--- src/escs_pkg.sv ---
// ---------------------------------------------------------------------------
// Shared constants for the external sample clock select block
// ---------------------------------------------------------------------------
package escs_pkg;

	// -----------------------------------------------------------------------
	// Bus geometry
	// -----------------------------------------------------------------------
	localparam int ESCS_ADR_W = 17;            // Byte address width on the bus
	localparam int ESCS_IDX_W = 15;            // Word index width (address / 4)
	localparam int ESCS_DAT_W = 32;            // Bus data width

	// -----------------------------------------------------------------------
	// Register word indices (byte address is four times the index)
	// -----------------------------------------------------------------------
	localparam logic [ESCS_IDX_W-1:0] ESCS_IDX_DIVISOR = 15'h4E48; // external_clock_divisor
	localparam logic [ESCS_IDX_W-1:0] ESCS_IDX_SOURCE  = 15'h4E84; // clock_source_select
	localparam logic [ESCS_IDX_W-1:0] ESCS_IDX_TERM    = 15'h4E98; // clock_input_termination
	localparam logic [ESCS_IDX_W-1:0] ESCS_IDX_BAND    = 15'h4EA2; // external_clock_band
	localparam logic [ESCS_IDX_W-1:0] ESCS_IDX_STATUS  = 15'h4F00; // clock_status

	// -----------------------------------------------------------------------
	// Field widths and reset values
	// -----------------------------------------------------------------------
	localparam int                   ESCS_DIV_W     = 11;            // Holds up to 2000
	localparam int                   ESCS_BAND_W    = 6;             // One-hot band, bits 5..1
	localparam logic [ESCS_DIV_W-1:0]  ESCS_DIV_RST  = 11'h001;      // Divide by one
	localparam logic [ESCS_BAND_W-1:0] ESCS_BAND_RST = 6'h02;        // Lowest band

	// Band codes
	localparam logic [ESCS_DAT_W-1:0] ESCS_BAND_LOWEST      = 32'h0000_0002;
	localparam logic [ESCS_DAT_W-1:0] ESCS_BAND_SMALL       = 32'h0000_0004;
	localparam logic [ESCS_DAT_W-1:0] ESCS_BAND_MEDIUM      = 32'h0000_0008;
	localparam logic [ESCS_DAT_W-1:0] ESCS_BAND_LARGE       = 32'h0000_0010;
	localparam logic [ESCS_DAT_W-1:0] band_extra_large      = 32'h0000_0020;
	localparam logic [ESCS_DAT_W-1:0] ESCS_BAND_MASK        = 32'h0000_003E;

	// Status bit positions
	localparam int ESCS_ST_PRESENT  = 0;       // External clock edges seen lately
	localparam int ESCS_ST_DIV_REJ  = 1;       // Sticky: divisor write refused
	localparam int ESCS_ST_BAND_REJ = 2;       // Sticky: band write refused

	// -----------------------------------------------------------------------
	// Accepted divisors
	// -----------------------------------------------------------------------
	localparam int ESCS_DIV_COUNT = 17;
	localparam logic [ESCS_DAT_W-1:0] ESCS_DIV_TABLE [0:ESCS_DIV_COUNT-1] = '{
		32'h0000_0001, 32'h0000_0002, 32'h0000_0004, 32'h0000_0008,
		32'h0000_000A, 32'h0000_0010, 32'h0000_0014, 32'h0000_0028,
		32'h0000_0032, 32'h0000_0050, 32'h0000_0064, 32'h0000_00C8,
		32'h0000_0190, 32'h0000_01F4, 32'h0000_0320, 32'h0000_03E8,
		32'h0000_07D0
	};

	// -----------------------------------------------------------------------
	// Timing
	// -----------------------------------------------------------------------
	localparam int ESCS_CLK_PERIOD_NS = 8;     // 125 MHz system clock
	localparam int ESCS_IDLE_NS       = 4000;  // Edge gap that counts as clock lost
	localparam int ESCS_IDLE_CYC      = ESCS_IDLE_NS / ESCS_CLK_PERIOD_NS;
	localparam int ESCS_IDLE_W        = 10;    // Counter width for the idle count

endpackage

--- src/escs_divider.sv ---
`timescale 1ns/100ps
// ---------------------------------------------------------------------------
// Edge divider: one tick every divisor_i external clock edges
// ---------------------------------------------------------------------------
module escs_divider #(
	parameter int CNT_W = 11
) (
	// Clock and reset
	input  wire logic             clk_i,
	input  wire logic             rst_i,
	// Control
	input  wire logic             edge_i,     // One pulse per external rising edge
	input  wire logic [CNT_W-1:0] divisor_i,  // Accepted divisor, never zero
	input  wire logic             restart_i,  // Realign count after a new divisor
	// Result
	output logic                  tick_o      // One-cycle divided sample tick
);

	logic [CNT_W-1:0] count_reg;   // Edges counted in the current period
	logic [CNT_W-1:0] count_next;
	logic             tick_reg;    // Registered tick
	logic             tick_next;
	logic [CNT_W-1:0] last_cnt;    // Terminal count of the period

	// Next count and tick; a divisor of one keeps the count at zero
	always_comb begin
		last_cnt   = divisor_i - CNT_W'(1);
		count_next = count_reg;
		tick_next  = 1'b0;
		if (restart_i) begin
			// Restart drops the partial period so the new ratio starts clean
			count_next = '0;
		end else if (edge_i) begin
			if (count_reg >= last_cnt) begin
				count_next = '0;
				tick_next  = 1'b1;
			end else begin
				count_next = count_reg + CNT_W'(1);
			end
		end
	end

	// Registers only
	always_ff @(posedge clk_i) begin
		if (rst_i) begin
			count_reg <= '0;
			tick_reg  <= 1'b0;
		end else begin
			count_reg <= count_next;
			tick_reg  <= tick_next;
		end
	end

	assign tick_o = tick_reg;

endmodule

--- src/escs_top.sv ---
`timescale 1ns/100ps
// How it works
// - source select 1 uses external clock, 0 internal
// - termination on only while connector is input
// - band takes one-hot 2..32; software picks band
// - divide external clock by accepted listed divisors
module escs_top
	import escs_pkg::*;
#(
	parameter int IDLE_CYC = ESCS_IDLE_CYC
) (
	// Clock and reset
	input  wire logic                  clk_i,
	input  wire logic                  rst_i,
	// Wishbone classic slave
	input  wire logic                  wb_cyc_i,
	input  wire logic                  wb_stb_i,
	input  wire logic                  wb_we_i,
	input  wire logic [ESCS_ADR_W-1:0] wb_adr_i,
	input  wire logic [3:0]            wb_sel_i,
	input  wire logic [ESCS_DAT_W-1:0] wb_dat_i,
	output logic      [ESCS_DAT_W-1:0] wb_dat_o,
	output logic                       wb_ack_o,
	// Clock sources
	input  wire logic                  ext_clk_i,        // Connector pin, asynchronous
	input  wire logic                  int_tick_i,       // Internal rate tick, same domain
	input  wire logic                  conn_drive_i,     // Connector driven as clock output
	// Conditioned outputs
	output logic                       sample_tick_o,    // Selected sample clock tick
	output logic                       ext_select_o,     // External source in use
	output logic                       term_en_o,        // 50 Ohm load switch
	output logic      [ESCS_BAND_W-1:0] band_o           // Band code to the front end
);

	// -----------------------------------------------------------------------
	// Pin synchroniser and edge detect
	// -----------------------------------------------------------------------
	logic ext_meta_reg;   // First stage, read by the second stage only
	logic ext_sync_reg;   // Second stage
	logic ext_prev_reg;   // Delayed copy for edge detect
	logic ext_edge;       // One pulse per rising edge of the pin

	// Two flip-flops before any logic sees the pin
	always_ff @(posedge clk_i) begin
		if (rst_i) begin
			ext_meta_reg <= 1'b0;
			ext_sync_reg <= 1'b0;
			ext_prev_reg <= 1'b0;
		end else begin
			ext_meta_reg <= ext_clk_i;
			ext_sync_reg <= ext_meta_reg;
			ext_prev_reg <= ext_sync_reg;
		end
	end

	// Rising edge; pins above half the system clock rate alias here
	assign ext_edge = ext_sync_reg & ~ext_prev_reg;

	// -----------------------------------------------------------------------
	// Bus decode
	// -----------------------------------------------------------------------
	logic [ESCS_IDX_W-1:0] idx;       // Word index of the access
	logic                  req;       // Request pending, not yet answered
	logic                  wr_take;   // Write commits on this edge
	logic [ESCS_DAT_W-1:0] bmask;     // Byte enables widened to bits

	assign idx     = wb_adr_i[ESCS_ADR_W-1:2];
	assign req     = wb_cyc_i & wb_stb_i & ~wb_ack_o;
	// Writes land on the edge where the master sees ack
	assign wr_take = wb_cyc_i & wb_stb_i & wb_we_i & wb_ack_o;

	// Byte lane mask, one generate step per lane
	genvar gl;
	generate
		for (gl = 0; gl < 4; gl++) begin : g_lane
			assign bmask[gl*8 +: 8] = {8{wb_sel_i[gl]}};
		end
	endgenerate

	// -----------------------------------------------------------------------
	// Value checks
	// -----------------------------------------------------------------------

	// True for a divisor found in the accepted list
	function automatic logic div_ok(input logic [ESCS_DAT_W-1:0] v);
		logic hit;
		hit = 1'b0;
		for (int i = 0; i < ESCS_DIV_COUNT; i++) begin
			if (v == ESCS_DIV_TABLE[i]) begin
				hit = 1'b1;
			end
		end
		return hit;
	endfunction

	// True for one of the five one-hot band codes
	function automatic logic band_ok(input logic [ESCS_DAT_W-1:0] v);
		return ((v & ~ESCS_BAND_MASK) == '0) && $onehot(v);
	endfunction

	// -----------------------------------------------------------------------
	// Configuration and status registers
	// -----------------------------------------------------------------------
	logic [ESCS_DIV_W-1:0]  div_reg;        // Accepted divisor
	logic [ESCS_DIV_W-1:0]  div_next;
	logic                   src_reg;        // 1 selects the external source
	logic                   src_next;
	logic                   term_reg;       // Termination requested by software
	logic                   term_next;
	logic [ESCS_BAND_W-1:0] band_reg;       // Programmed band
	logic [ESCS_BAND_W-1:0] band_next;
	logic                   div_rej_reg;    // Sticky refused divisor write
	logic                   div_rej_next;
	logic                   band_rej_reg;   // Sticky refused band write
	logic                   band_rej_next;
	logic                   restart;        // Divider realign pulse
	logic [ESCS_DAT_W-1:0]  div_old;        // Stored divisor at bus width
	logic [ESCS_DAT_W-1:0]  band_old;       // Stored band at bus width
	logic [ESCS_DAT_W-1:0]  div_wr;         // Merged divisor write value
	logic [ESCS_DAT_W-1:0]  band_wr;        // Merged band write value
	logic                   div_set;        // Refused divisor event
	logic                   band_set;       // Refused band event
	logic                   st_clr_div;     // Software clears divisor flag
	logic                   st_clr_band;    // Software clears band flag

	assign div_old  = ESCS_DAT_W'(div_reg);
	assign band_old = ESCS_DAT_W'(band_reg);
	// Partial writes merge with the stored value before the check
	assign div_wr   = (wb_dat_i & bmask) | (div_old & ~bmask);
	assign band_wr  = (wb_dat_i & bmask) | (band_old & ~bmask);

	// Next register values from the committed write
	always_comb begin
		div_next      = div_reg;
		src_next      = src_reg;
		term_next     = term_reg;
		band_next     = band_reg;
		restart       = 1'b0;
		div_set       = 1'b0;
		band_set      = 1'b0;
		st_clr_div    = 1'b0;
		st_clr_band   = 1'b0;
		if (wr_take) begin
			case (idx)
				ESCS_IDX_DIVISOR: begin
					// A bad divisor keeps the old one rather than stall the clock
					if (div_ok(div_wr)) begin
						div_next = div_wr[ESCS_DIV_W-1:0];
						restart  = 1'b1;
					end else begin
						div_set = 1'b1;
					end
				end
				ESCS_IDX_SOURCE: begin
					if (wb_sel_i[0]) begin
						src_next = wb_dat_i[0];
					end
				end
				ESCS_IDX_TERM: begin
					if (wb_sel_i[0]) begin
						term_next = wb_dat_i[0];
					end
				end
				ESCS_IDX_BAND: begin
					// Only the five listed codes reach the front end
					if (band_ok(band_wr)) begin
						band_next = band_wr[ESCS_BAND_W-1:0];
					end else begin
						band_set = 1'b1;
					end
				end
				ESCS_IDX_STATUS: begin
					// Write one to clear each sticky flag
					if (wb_sel_i[0]) begin
						st_clr_div  = wb_dat_i[ESCS_ST_DIV_REJ];
						st_clr_band = wb_dat_i[ESCS_ST_BAND_REJ];
					end
				end
				default: begin
					// Unmapped: write is answered and dropped
				end
			endcase
		end
		// A new event outweighs a clear in the same cycle
		div_rej_next  = div_set | (div_rej_reg & ~st_clr_div);
		band_rej_next = band_set | (band_rej_reg & ~st_clr_band);
	end

	// Registers only
	always_ff @(posedge clk_i) begin
		if (rst_i) begin
			div_reg      <= ESCS_DIV_RST;
			src_reg      <= 1'b0;
			term_reg     <= 1'b0;
			band_reg     <= ESCS_BAND_RST;
			div_rej_reg  <= 1'b0;
			band_rej_reg <= 1'b0;
		end else begin
			div_reg      <= div_next;
			src_reg      <= src_next;
			term_reg     <= term_next;
			band_reg     <= band_next;
			div_rej_reg  <= div_rej_next;
			band_rej_reg <= band_rej_next;
		end
	end

	// -----------------------------------------------------------------------
	// External clock presence
	// -----------------------------------------------------------------------
	logic [ESCS_IDLE_W-1:0] idle_reg;      // Cycles since the last edge
	logic [ESCS_IDLE_W-1:0] idle_next;
	logic                   present_reg;   // Edges arriving often enough
	logic                   present_next;

	// Saturating gap counter; a slow source that breaks the minimum rate drops out
	always_comb begin
		idle_next    = idle_reg;
		present_next = present_reg;
		if (ext_edge) begin
			idle_next    = '0;
			present_next = 1'b1;
		end else if (idle_reg >= ESCS_IDLE_W'(IDLE_CYC - 1)) begin
			present_next = 1'b0;
		end else begin
			idle_next = idle_reg + ESCS_IDLE_W'(1);
		end
	end

	// Registers only
	always_ff @(posedge clk_i) begin
		if (rst_i) begin
			idle_reg    <= '0;
			present_reg <= 1'b0;
		end else begin
			idle_reg    <= idle_next;
			present_reg <= present_next;
		end
	end

	// -----------------------------------------------------------------------
	// Divider and source mux
	// -----------------------------------------------------------------------
	logic div_tick;          // Divided external tick
	logic sample_reg;        // Selected sample tick
	logic sample_next;
	logic term_out_reg;      // Load switch state
	logic term_out_next;

	// Divider runs whatever the source, so switching over finds it aligned
	escs_divider #(
		.CNT_W     (ESCS_DIV_W)
	) u_div (
		.clk_i     (clk_i),
		.rst_i     (rst_i),
		.edge_i    (ext_edge),
		.divisor_i (div_reg),
		.restart_i (restart),
		.tick_o    (div_tick)
	);

	// Source mux and termination gate
	always_comb begin
		sample_next   = src_reg ? div_tick : int_tick_i;
		// Load only while the connector is not being driven
		term_out_next = term_reg & ~conn_drive_i;
	end

	// Registers only
	always_ff @(posedge clk_i) begin
		if (rst_i) begin
			sample_reg   <= 1'b0;
			term_out_reg <= 1'b0;
		end else begin
			sample_reg   <= sample_next;
			term_out_reg <= term_out_next;
		end
	end

	// -----------------------------------------------------------------------
	// Bus answer
	// -----------------------------------------------------------------------
	logic                  ack_reg;    // Answer strobe
	logic                  ack_next;
	logic [ESCS_DAT_W-1:0] rdat_reg;   // Read data
	logic [ESCS_DAT_W-1:0] rdat_next;

	// One wait state; read data frozen with the ack
	always_comb begin
		ack_next  = req;
		rdat_next = '0;
		if (req) begin
			case (idx)
				ESCS_IDX_DIVISOR: rdat_next = div_old;
				ESCS_IDX_SOURCE:  rdat_next = ESCS_DAT_W'(src_reg);
				ESCS_IDX_TERM:    rdat_next = ESCS_DAT_W'(term_reg);
				ESCS_IDX_BAND:    rdat_next = band_old;
				ESCS_IDX_STATUS: begin
					rdat_next[ESCS_ST_PRESENT]  = present_reg;
					rdat_next[ESCS_ST_DIV_REJ]  = div_rej_reg;
					rdat_next[ESCS_ST_BAND_REJ] = band_rej_reg;
				end
				default:          rdat_next = '0;
			endcase
		end
	end

	// Registers only
	always_ff @(posedge clk_i) begin
		if (rst_i) begin
			ack_reg  <= 1'b0;
			rdat_reg <= '0;
		end else begin
			ack_reg  <= ack_next;
			rdat_reg <= rdat_next;
		end
	end

	// -----------------------------------------------------------------------
	// Outputs, each straight from a flip-flop
	// -----------------------------------------------------------------------
	assign wb_ack_o      = ack_reg;
	assign wb_dat_o      = rdat_reg;
	assign sample_tick_o = sample_reg;
	assign ext_select_o  = src_reg;
	assign term_en_o     = term_out_reg;
	assign band_o        = band_reg;

endmodule

--- config.mk ---
export PLATFORM = sky130hd
export DESIGN_NAME = escs_top
export DESIGN_NICKNAME = d
export VERILOG_FILES = /design/src/escs_pkg.sv /design/src/escs_divider.sv /design/src/escs_top.sv
export SDC_FILE = /design/constraint.sdc
export NUM_CORES = 1
export LEC_CHECK = 0
export BUFFER_PORTS_ARGS = -buffer_cell sky130_fd_sc_hd__buf_2
export CAP_MARGIN = 20
export CORE_MARGIN = 10
export CORE_UTILIZATION = 57
export CTS_BUF_LIST = sky130_fd_sc_hd__clkbuf_4 sky130_fd_sc_hd__clkbuf_8
export CTS_CLUSTER_SIZE = 10
export DETAILED_ROUTE_END_ITERATION = 16
export PLACE_DENSITY = 0.87
export REMOVE_ABC_BUFFERS = 1
export SYNTH_ARGS = -nofsm -noshare
export SYNTH_HDL_FRONTEND = slang
export SYNTH_SLANG_ARGS = --single-unit
--- constraint.sdc ---
create_clock -name clk_i -period 10.03 [get_ports clk_i]
set_input_delay 1.5045 -clock clk_i [delete_from_list [all_inputs] [get_ports clk_i]]
set_output_delay 1.5045 -clock clk_i [all_outputs]
set_load 0.05 [all_outputs]
# Word level (Yosys, flattened, before mapping)
# Index checks and enable logic that the tools add are counted.
dict set report word_totals {
  mem_count 0
  wordCells 151
  reg_bits 82
  mem_bits_rw 0
  rom_bits 0
  in_bits 61
  latchBits 0
}
dict set report classes {
  n_mul 0
  bitwise_logic 23
  n_reduce_logical 11
  magnitude_cmp 2
  n_addsub 34
  n_eq_ne 23
  n_mux 41
  div 0
  shift 0
}
# operator n
set op_table {}
lappend op_table {{15-bit == test (second input constant)} 5}
lappend op_table {{32-bit by 10-bit == test with 1-bit output (second input constant)} 2}
lappend op_table {{32-bit by 4-bit == test with 1-bit output (second input constant)} 2}
lappend op_table {{32-bit by 5-bit == test with 1-bit output (second input constant)} 2}
lappend op_table {{32-bit by 6-bit == test with 1-bit output (second input constant)} 2}
lappend op_table {{32-bit by 7-bit == test with 1-bit output (second input constant)} 2}
lappend op_table {{32-bit by 9-bit == test with 1-bit output (second input constant)} 2}
lappend op_table {{32-bit OR} 2}
lappend op_table {{1-bit 2-to-1 mux} 38}
lappend op_table {{1-bit by 1-bit adder with 2-bit output} 16}
lappend op_table {{11-bit by 32-bit AND with 32-bit output} 1}
lappend op_table {{32-bit AND} 1}
lappend op_table {{6-bit by 32-bit AND with 32-bit output} 1}
lappend op_table {{32-bit by 1-bit == test with 1-bit output (second input constant)} 1}
lappend op_table {{32-bit by 11-bit == test with 1-bit output (second input constant)} 1}
lappend op_table {{32-bit by 2-bit == test with 1-bit output (second input constant)} 1}
lappend op_table {{32-bit by 3-bit == test with 1-bit output (second input constant)} 1}
lappend op_table {{32-bit by 8-bit == test with 1-bit output (second input constant)} 1}
lappend op_table {{32-bit logical NOT} 1}
lappend op_table {{32-bit inverter} 1}
lappend op_table {{2-bit by 2-bit adder with 3-bit output} 8}
lappend op_table {{3-bit by 3-bit adder with 4-bit output} 4}
lappend op_table {{8-bit case mux with 2 select lines} 1}
lappend op_table {{3-bit case mux with 5 select lines} 1}
lappend op_table {{17 further kinds} 37}

# Longest topological paths before layout
dict set report logic_depth {
  depth_word 27
  ltp_mapped 24
  depth_no_buf 20
}

# Hierarchy
# Synthesis repeated with hierarchy kept, for this count alone.
dict set report unflattened {
  cells_unflattened 526
  hier_area_um2 4650.7
}
# mod instances seq_area_each_um2 cells_each area_per_inst_um2
set modules_own_cells {}
lappend modules_own_cells {escs_top 1 980.9 411 3638.5}
lappend modules_own_cells {escs_divider 1 240.2 115 1012.2}

# Least setup slack after synthesis
# Ideal clock, no wire load.
dict set report synth_path {
  path_kind {input to register}
  from {input port wb_sel_i[0]}
  to {register band_reg[1], in the netlist band_o[1]}
  setup_slack_ps 2408
  path_stages 21
  arrival_ps 7494
  n_path_buf 4
  cell_sequence {buf_6 -> buf_2 -> buf_1 -> mux2_2 -> fa_1 -> fa_1 -> fa_1 -> fa_1 -> fa_1 -> inv_1 -> fa_1 -> inv_1 -> ha_1 -> fa_1 -> or4_1 -> nor3_1 -> nand4_1 -> or2_1 -> buf_2 -> mux2i_1 -> nand2_1}
}
dict set report synth_between {
  elab_chain_len 11
  elab_cells_between_ends 17
  cone_classes {add/sub (9); eq/ne (1); bitwise (4); reduce/logical (3)}
}
# element line_no
set synth_lines {}
lappend synth_lines {{from (decl)} escs_top.sv:20} ;# input wire logic [3:0] wb_sel_i,
lappend synth_lines {{32-bit inverter} escs_top.sv:130} ;# assign band_wr = (wb_dat_i & bmask) | (band_old & ~bmask);
lappend synth_lines {{6-bit by 32-bit AND with 32-bit output} escs_top.sv:130}
lappend synth_lines {{32-bit OR (*)} escs_top.sv:130}
lappend synth_lines {{via band_wr[5]} escs_top.sv:120} ;# logic [ESCS_DAT_W-1:0] band_wr;
lappend synth_lines {{1-bit by 1-bit adder with 2-bit output (implied by the code) (*)} escs_top.sv:98} ;# return ((v & ~ESCS_BAND_MASK) == '0) && $onehot(v);
lappend synth_lines {{2-bit by 2-bit adder with 3-bit output (implied by the code) (*)} escs_top.sv:98}
lappend synth_lines {{3-bit by 3-bit adder with 4-bit output (implied by the code) (*)} escs_top.sv:98}
lappend synth_lines {{4-bit by 4-bit adder with 5-bit output (implied by the code) (*)} escs_top.sv:98}
lappend synth_lines {{5-bit by 5-bit adder with 6-bit output (implied by the code) (*)} escs_top.sv:98}
lappend synth_lines {{6-bit by 1-bit == test with 1-bit output (*)} escs_top.sv:98}
lappend synth_lines {{1-bit logical AND (*)} escs_top.sv:98}
lappend synth_lines {{3-bit AND reduction (no line) (*)} -}
lappend synth_lines {{to (signal assigned)} escs_top.sv:202} ;# band_reg <= band_next;
lappend synth_lines {{to (decl)} escs_top.sv:110} ;# logic [ESCS_BAND_W-1:0] band_reg;
# Mark *: on every way through the listed nets, which the timed path passes. The rest lies on a longest branch.
# A chain may end at the register's enable or synchronous reset.

# Final worst setup path
dict set report layout_path {
  from {input port wb_sel_i[0]}
  to {register band_reg[3], in the netlist band_o[3]}
}
dict set report layout_between {
  elab_chain_len 11
  elab_cells_between_ends 17
  cone_classes {add/sub (9); eq/ne (1); bitwise (4); reduce/logical (3)}
}
# element line_no
set layout_lines {}
lappend layout_lines {{32-bit inverter} escs_top.sv:130}
lappend layout_lines {{6-bit by 32-bit AND with 32-bit output} escs_top.sv:130}
lappend layout_lines {{32-bit OR (*)} escs_top.sv:130}
lappend layout_lines {{via band_wr[0]} escs_top.sv:120}
lappend layout_lines {{1-bit by 1-bit adder with 2-bit output (implied by the code)} escs_top.sv:98}
lappend layout_lines {{2-bit by 2-bit adder with 3-bit output (implied by the code)} escs_top.sv:98}
lappend layout_lines {{3-bit by 3-bit adder with 4-bit output (implied by the code)} escs_top.sv:98}
lappend layout_lines {{4-bit by 4-bit adder with 5-bit output (implied by the code)} escs_top.sv:98}
lappend layout_lines {{5-bit by 5-bit adder with 6-bit output (implied by the code)} escs_top.sv:98}
lappend layout_lines {{6-bit by 1-bit == test with 1-bit output} escs_top.sv:98}
lappend layout_lines {{1-bit logical AND (*)} escs_top.sv:98}
lappend layout_lines {{3-bit AND reduction (no line) (*)} -}
# Marks and branches as above.

==> results_dict.tcl <==
set metrics [dict create \
    outcome "complete, no violations" \
    core_area_um2 7770 \
    cpMaxStageDelayCell "buf_2" \
    layout.nets 700 \
    grt_pass1_vias 4142 \
    period_needed_ns 7.68 \
    cp-end-kind "flop" \
    worstPathRequired_ns 10.26 \
    seq_area_frac_synth_pct 26.6 \
    drt-initial-drc-count 294 \
    synthTopCellsByArea "dfxtp_1 (27%), fa_1 (10%), ha_1 (5.7%)" \
    crit_path_frequent_cell "fa_1" \
    num_antenna_cells 0 \
    cp_data_arrival_time_ns 7.91 \
    port-buffer-count 79 \
    maxCapViolations 0 \
    async_flop_share_pct 0 \
    dieArea_um2 12100 \
    io_pins 103 \
    postSynthCellCount 523 \
    cts_made_buffers 9 \
    routed_via_density 5.78 \
    htreeDepth 3 \
    fmax_mhz 130 \
    routed_wl_um 11500 \
    worst_setup_path_start_kind "input port" \
    grt_overflow 0 \
    hp-class "reg -> reg" \
    worstSetupPathType "in -> reg" \
    slowest_delay_ns 0.63 \
    ys_ff_latch 61 \
    cp_cell_sequence "buf_2 -> mux2_2 -> fa_1 -> fa_1 -> fa_1 -> fa_1 -> fa_1 -> inv_1 -> fa_1 -> inv_1 -> ha_1 -> fa_1 -> or4_1 -> nor3_1 -> nand4_1 -> or2_1 -> mux2i_1 -> nor2_1" \
    cts_resized 0 \
    cp.buffers_inverters 3 \
    ff2ff_setup_slack_ns 3.79 \
    dp_hpwl_um 9230 \
    cts_tree "built" \
    grt_max_degree 38 \
    fin_setup_tns_ns 0 \
    path_delay_family "adder cells" \
    initial_core_util_pct 59.2 \
    antenna_found_initial 0 \
    slew_viol_final 0 \
    synth_area_per_cell_um2 8.79 \
    cts_num_sinks 61 \
    post_cts_buffers 0 \
    cts_buffer_depth 2 \
    vias 4049 \
    grt_use_total_pct 19.4 \
    worst_pin_slew_ns 0.970 \
    fin_skew_ns 0.00952 \
    synth_top_area_cell "dfxtp_1" \
    routabilityCongestion 0.909 \
    clk_pin_slew_ns 0.08 \
    whs_ns 0.452 \
    setup_violations 0 \
    synth-edff-count 0 \
    hold_viol 0 \
    cp_max_fo 37 \
    yosysUniqueCellTypes 65 \
    cts_root_buffer "clkbuf_8" \
    synthFlopType "dfxtp_1" \
    wire_per_inst_um 16.4 \
    ir_drop_mv 0.171 \
    drt_first_pass_iters 8 \
    die_w_um 110 \
    layout-drive-gt1-share_pct 19.9 \
    synthDominantCellAreaShare_pct 26.6 \
    detail-route-antenna-nets 0 \
    period_share_pct 76.6 \
    syn_to_final_growth_pct 11.2 \
    grt_pass1_wl_um 18800 \
    leakage_nw 2.30 \
    slew_headroom_pct 34.7 \
    clock_latency_ns 0.36 \
    power_density_nw_per_um2 140 \
    synthesis.area_um2 4600 \
    remaining_drc_errors 0 \
    yosys_warnings 0 \
    num_rows 32 \
    die_h_um 110 \
    hold_buffers 0 \
    rsz0062_at_grt "no" \
]
## where the power goes
group	switching [mW]	total, mW	internal, mW
clock	0.107	0.197	0.0900
sequential	0.00172	0.246	0.244
combinational	0.161	0.275	0.114
total	0.269	0.717	0.449
## placed cells by master (no fill, tap or decap), drive strengths merged, types with 5 or more instances in the layout
cell type and instances:
a22oi 7, xnor2 15, nor4 12, nand4 7, nor2 46, nor3 13, and3 10, nor2b 8
dfxtp 61, a21o 5, or3 10, o31ai 6, conb 21, mux2i 18, mux2 9, nand3 15
nand2b 5, buf 80, nand2 48, ha 21, clkbuf 9, a31oi 8, nand3b 11, and2 12
a222oi 5, xor2 11, a21oi 11, fa 24, o21ai 13, inv 41
## logic make-up after synthesis
logic type | after synthesis | synth area share [%]
adders and majority gates | 45 | 16.2
AOI/OAI and AO/OA | 65 | 10.6
buffers and inverters | 80 | 9.01
xor gates and xnor gates | 26 | 4.95
and+or+nand+nor | 218 | 26.1
muxes | 27 | 6.56
other | 1 | 0.0816
DFF | 61 | 26.6
## cell usage after synthesis, drive strengths merged, types with 4 or more instances
cell type	number
fa	24
mux2i	18
or3	10
nor4	12
a222oi	5
dfxtp	61
nor4b	4
clkbuf	8
nand2	48
buf	32
xnor2	15
nand2b	5
mux2	9
nor2b	8
inv	40
a31oi	8
nor3	13
o21ai	13
nand4	7
o31ai	6
nor2	46
a21o	5
nand3	15
and2	12
and3	10
xor2	11
nor3b	4
a21oi	11
nand3b	11
ha	21
a22oi	7
## metal layers
layer / GRT usage [%] / vias to the layer above / share of wire, %
met5: 0 / - / 0
met4: 8.55 / 0 / 3.6
met3: 4.74 / 37 / 6.3
met2: 34.1 / 184 / 52
met1: 21.6 / 1907 / 38
li1: - / 1921 / -
## through the flow
step / setup slack [ns] / std cells / instance area [um2] / utilization, % / power, mW
finish: 2.35 / 701 / 5110 / 65.8 / 0.717
global route: 2.07 / 701 / 5110 / 65.8 / 0.783
CTS: 2.43 / 701 / 5110 / 65.8 / 0.723
detailed placement: 2.06 / 685 / 4940 / 63.6 / 0.523
global placement: 2.19 / 684 / 4930 / 63.5 / 0.507
floorplan: 3.12 / 503 / 4410 / - / 0.455
## path summary, 6_finish.rpt
check | start | end | cells past startpoint
min | ext_meta_reg | ext_sync_reg | 1
max reg2reg | band_o[1] | band_o[3] | 18
min reg2reg | ext_meta_reg | ext_sync_reg | 1
max | wb_sel_i[0] | band_o[3] | 18
## area by class of cell
| cell class | count | area [um2] |
|---|---|---|
| Timing Repair Buffer | 80 | 403 |
| Inverter | 40 | 150 |
| Clock buffer | 9 | 124 |
| Clock inverter | 7 | 51.3 |
| Fill cell | 640 | 2650 |
| Sequential cell | 61 | 1220 |
| Tap cell | 102 | 128 |
| Multi-Input combinational cell | 402 | 3040 |
(Power assumes the default switching activity.)
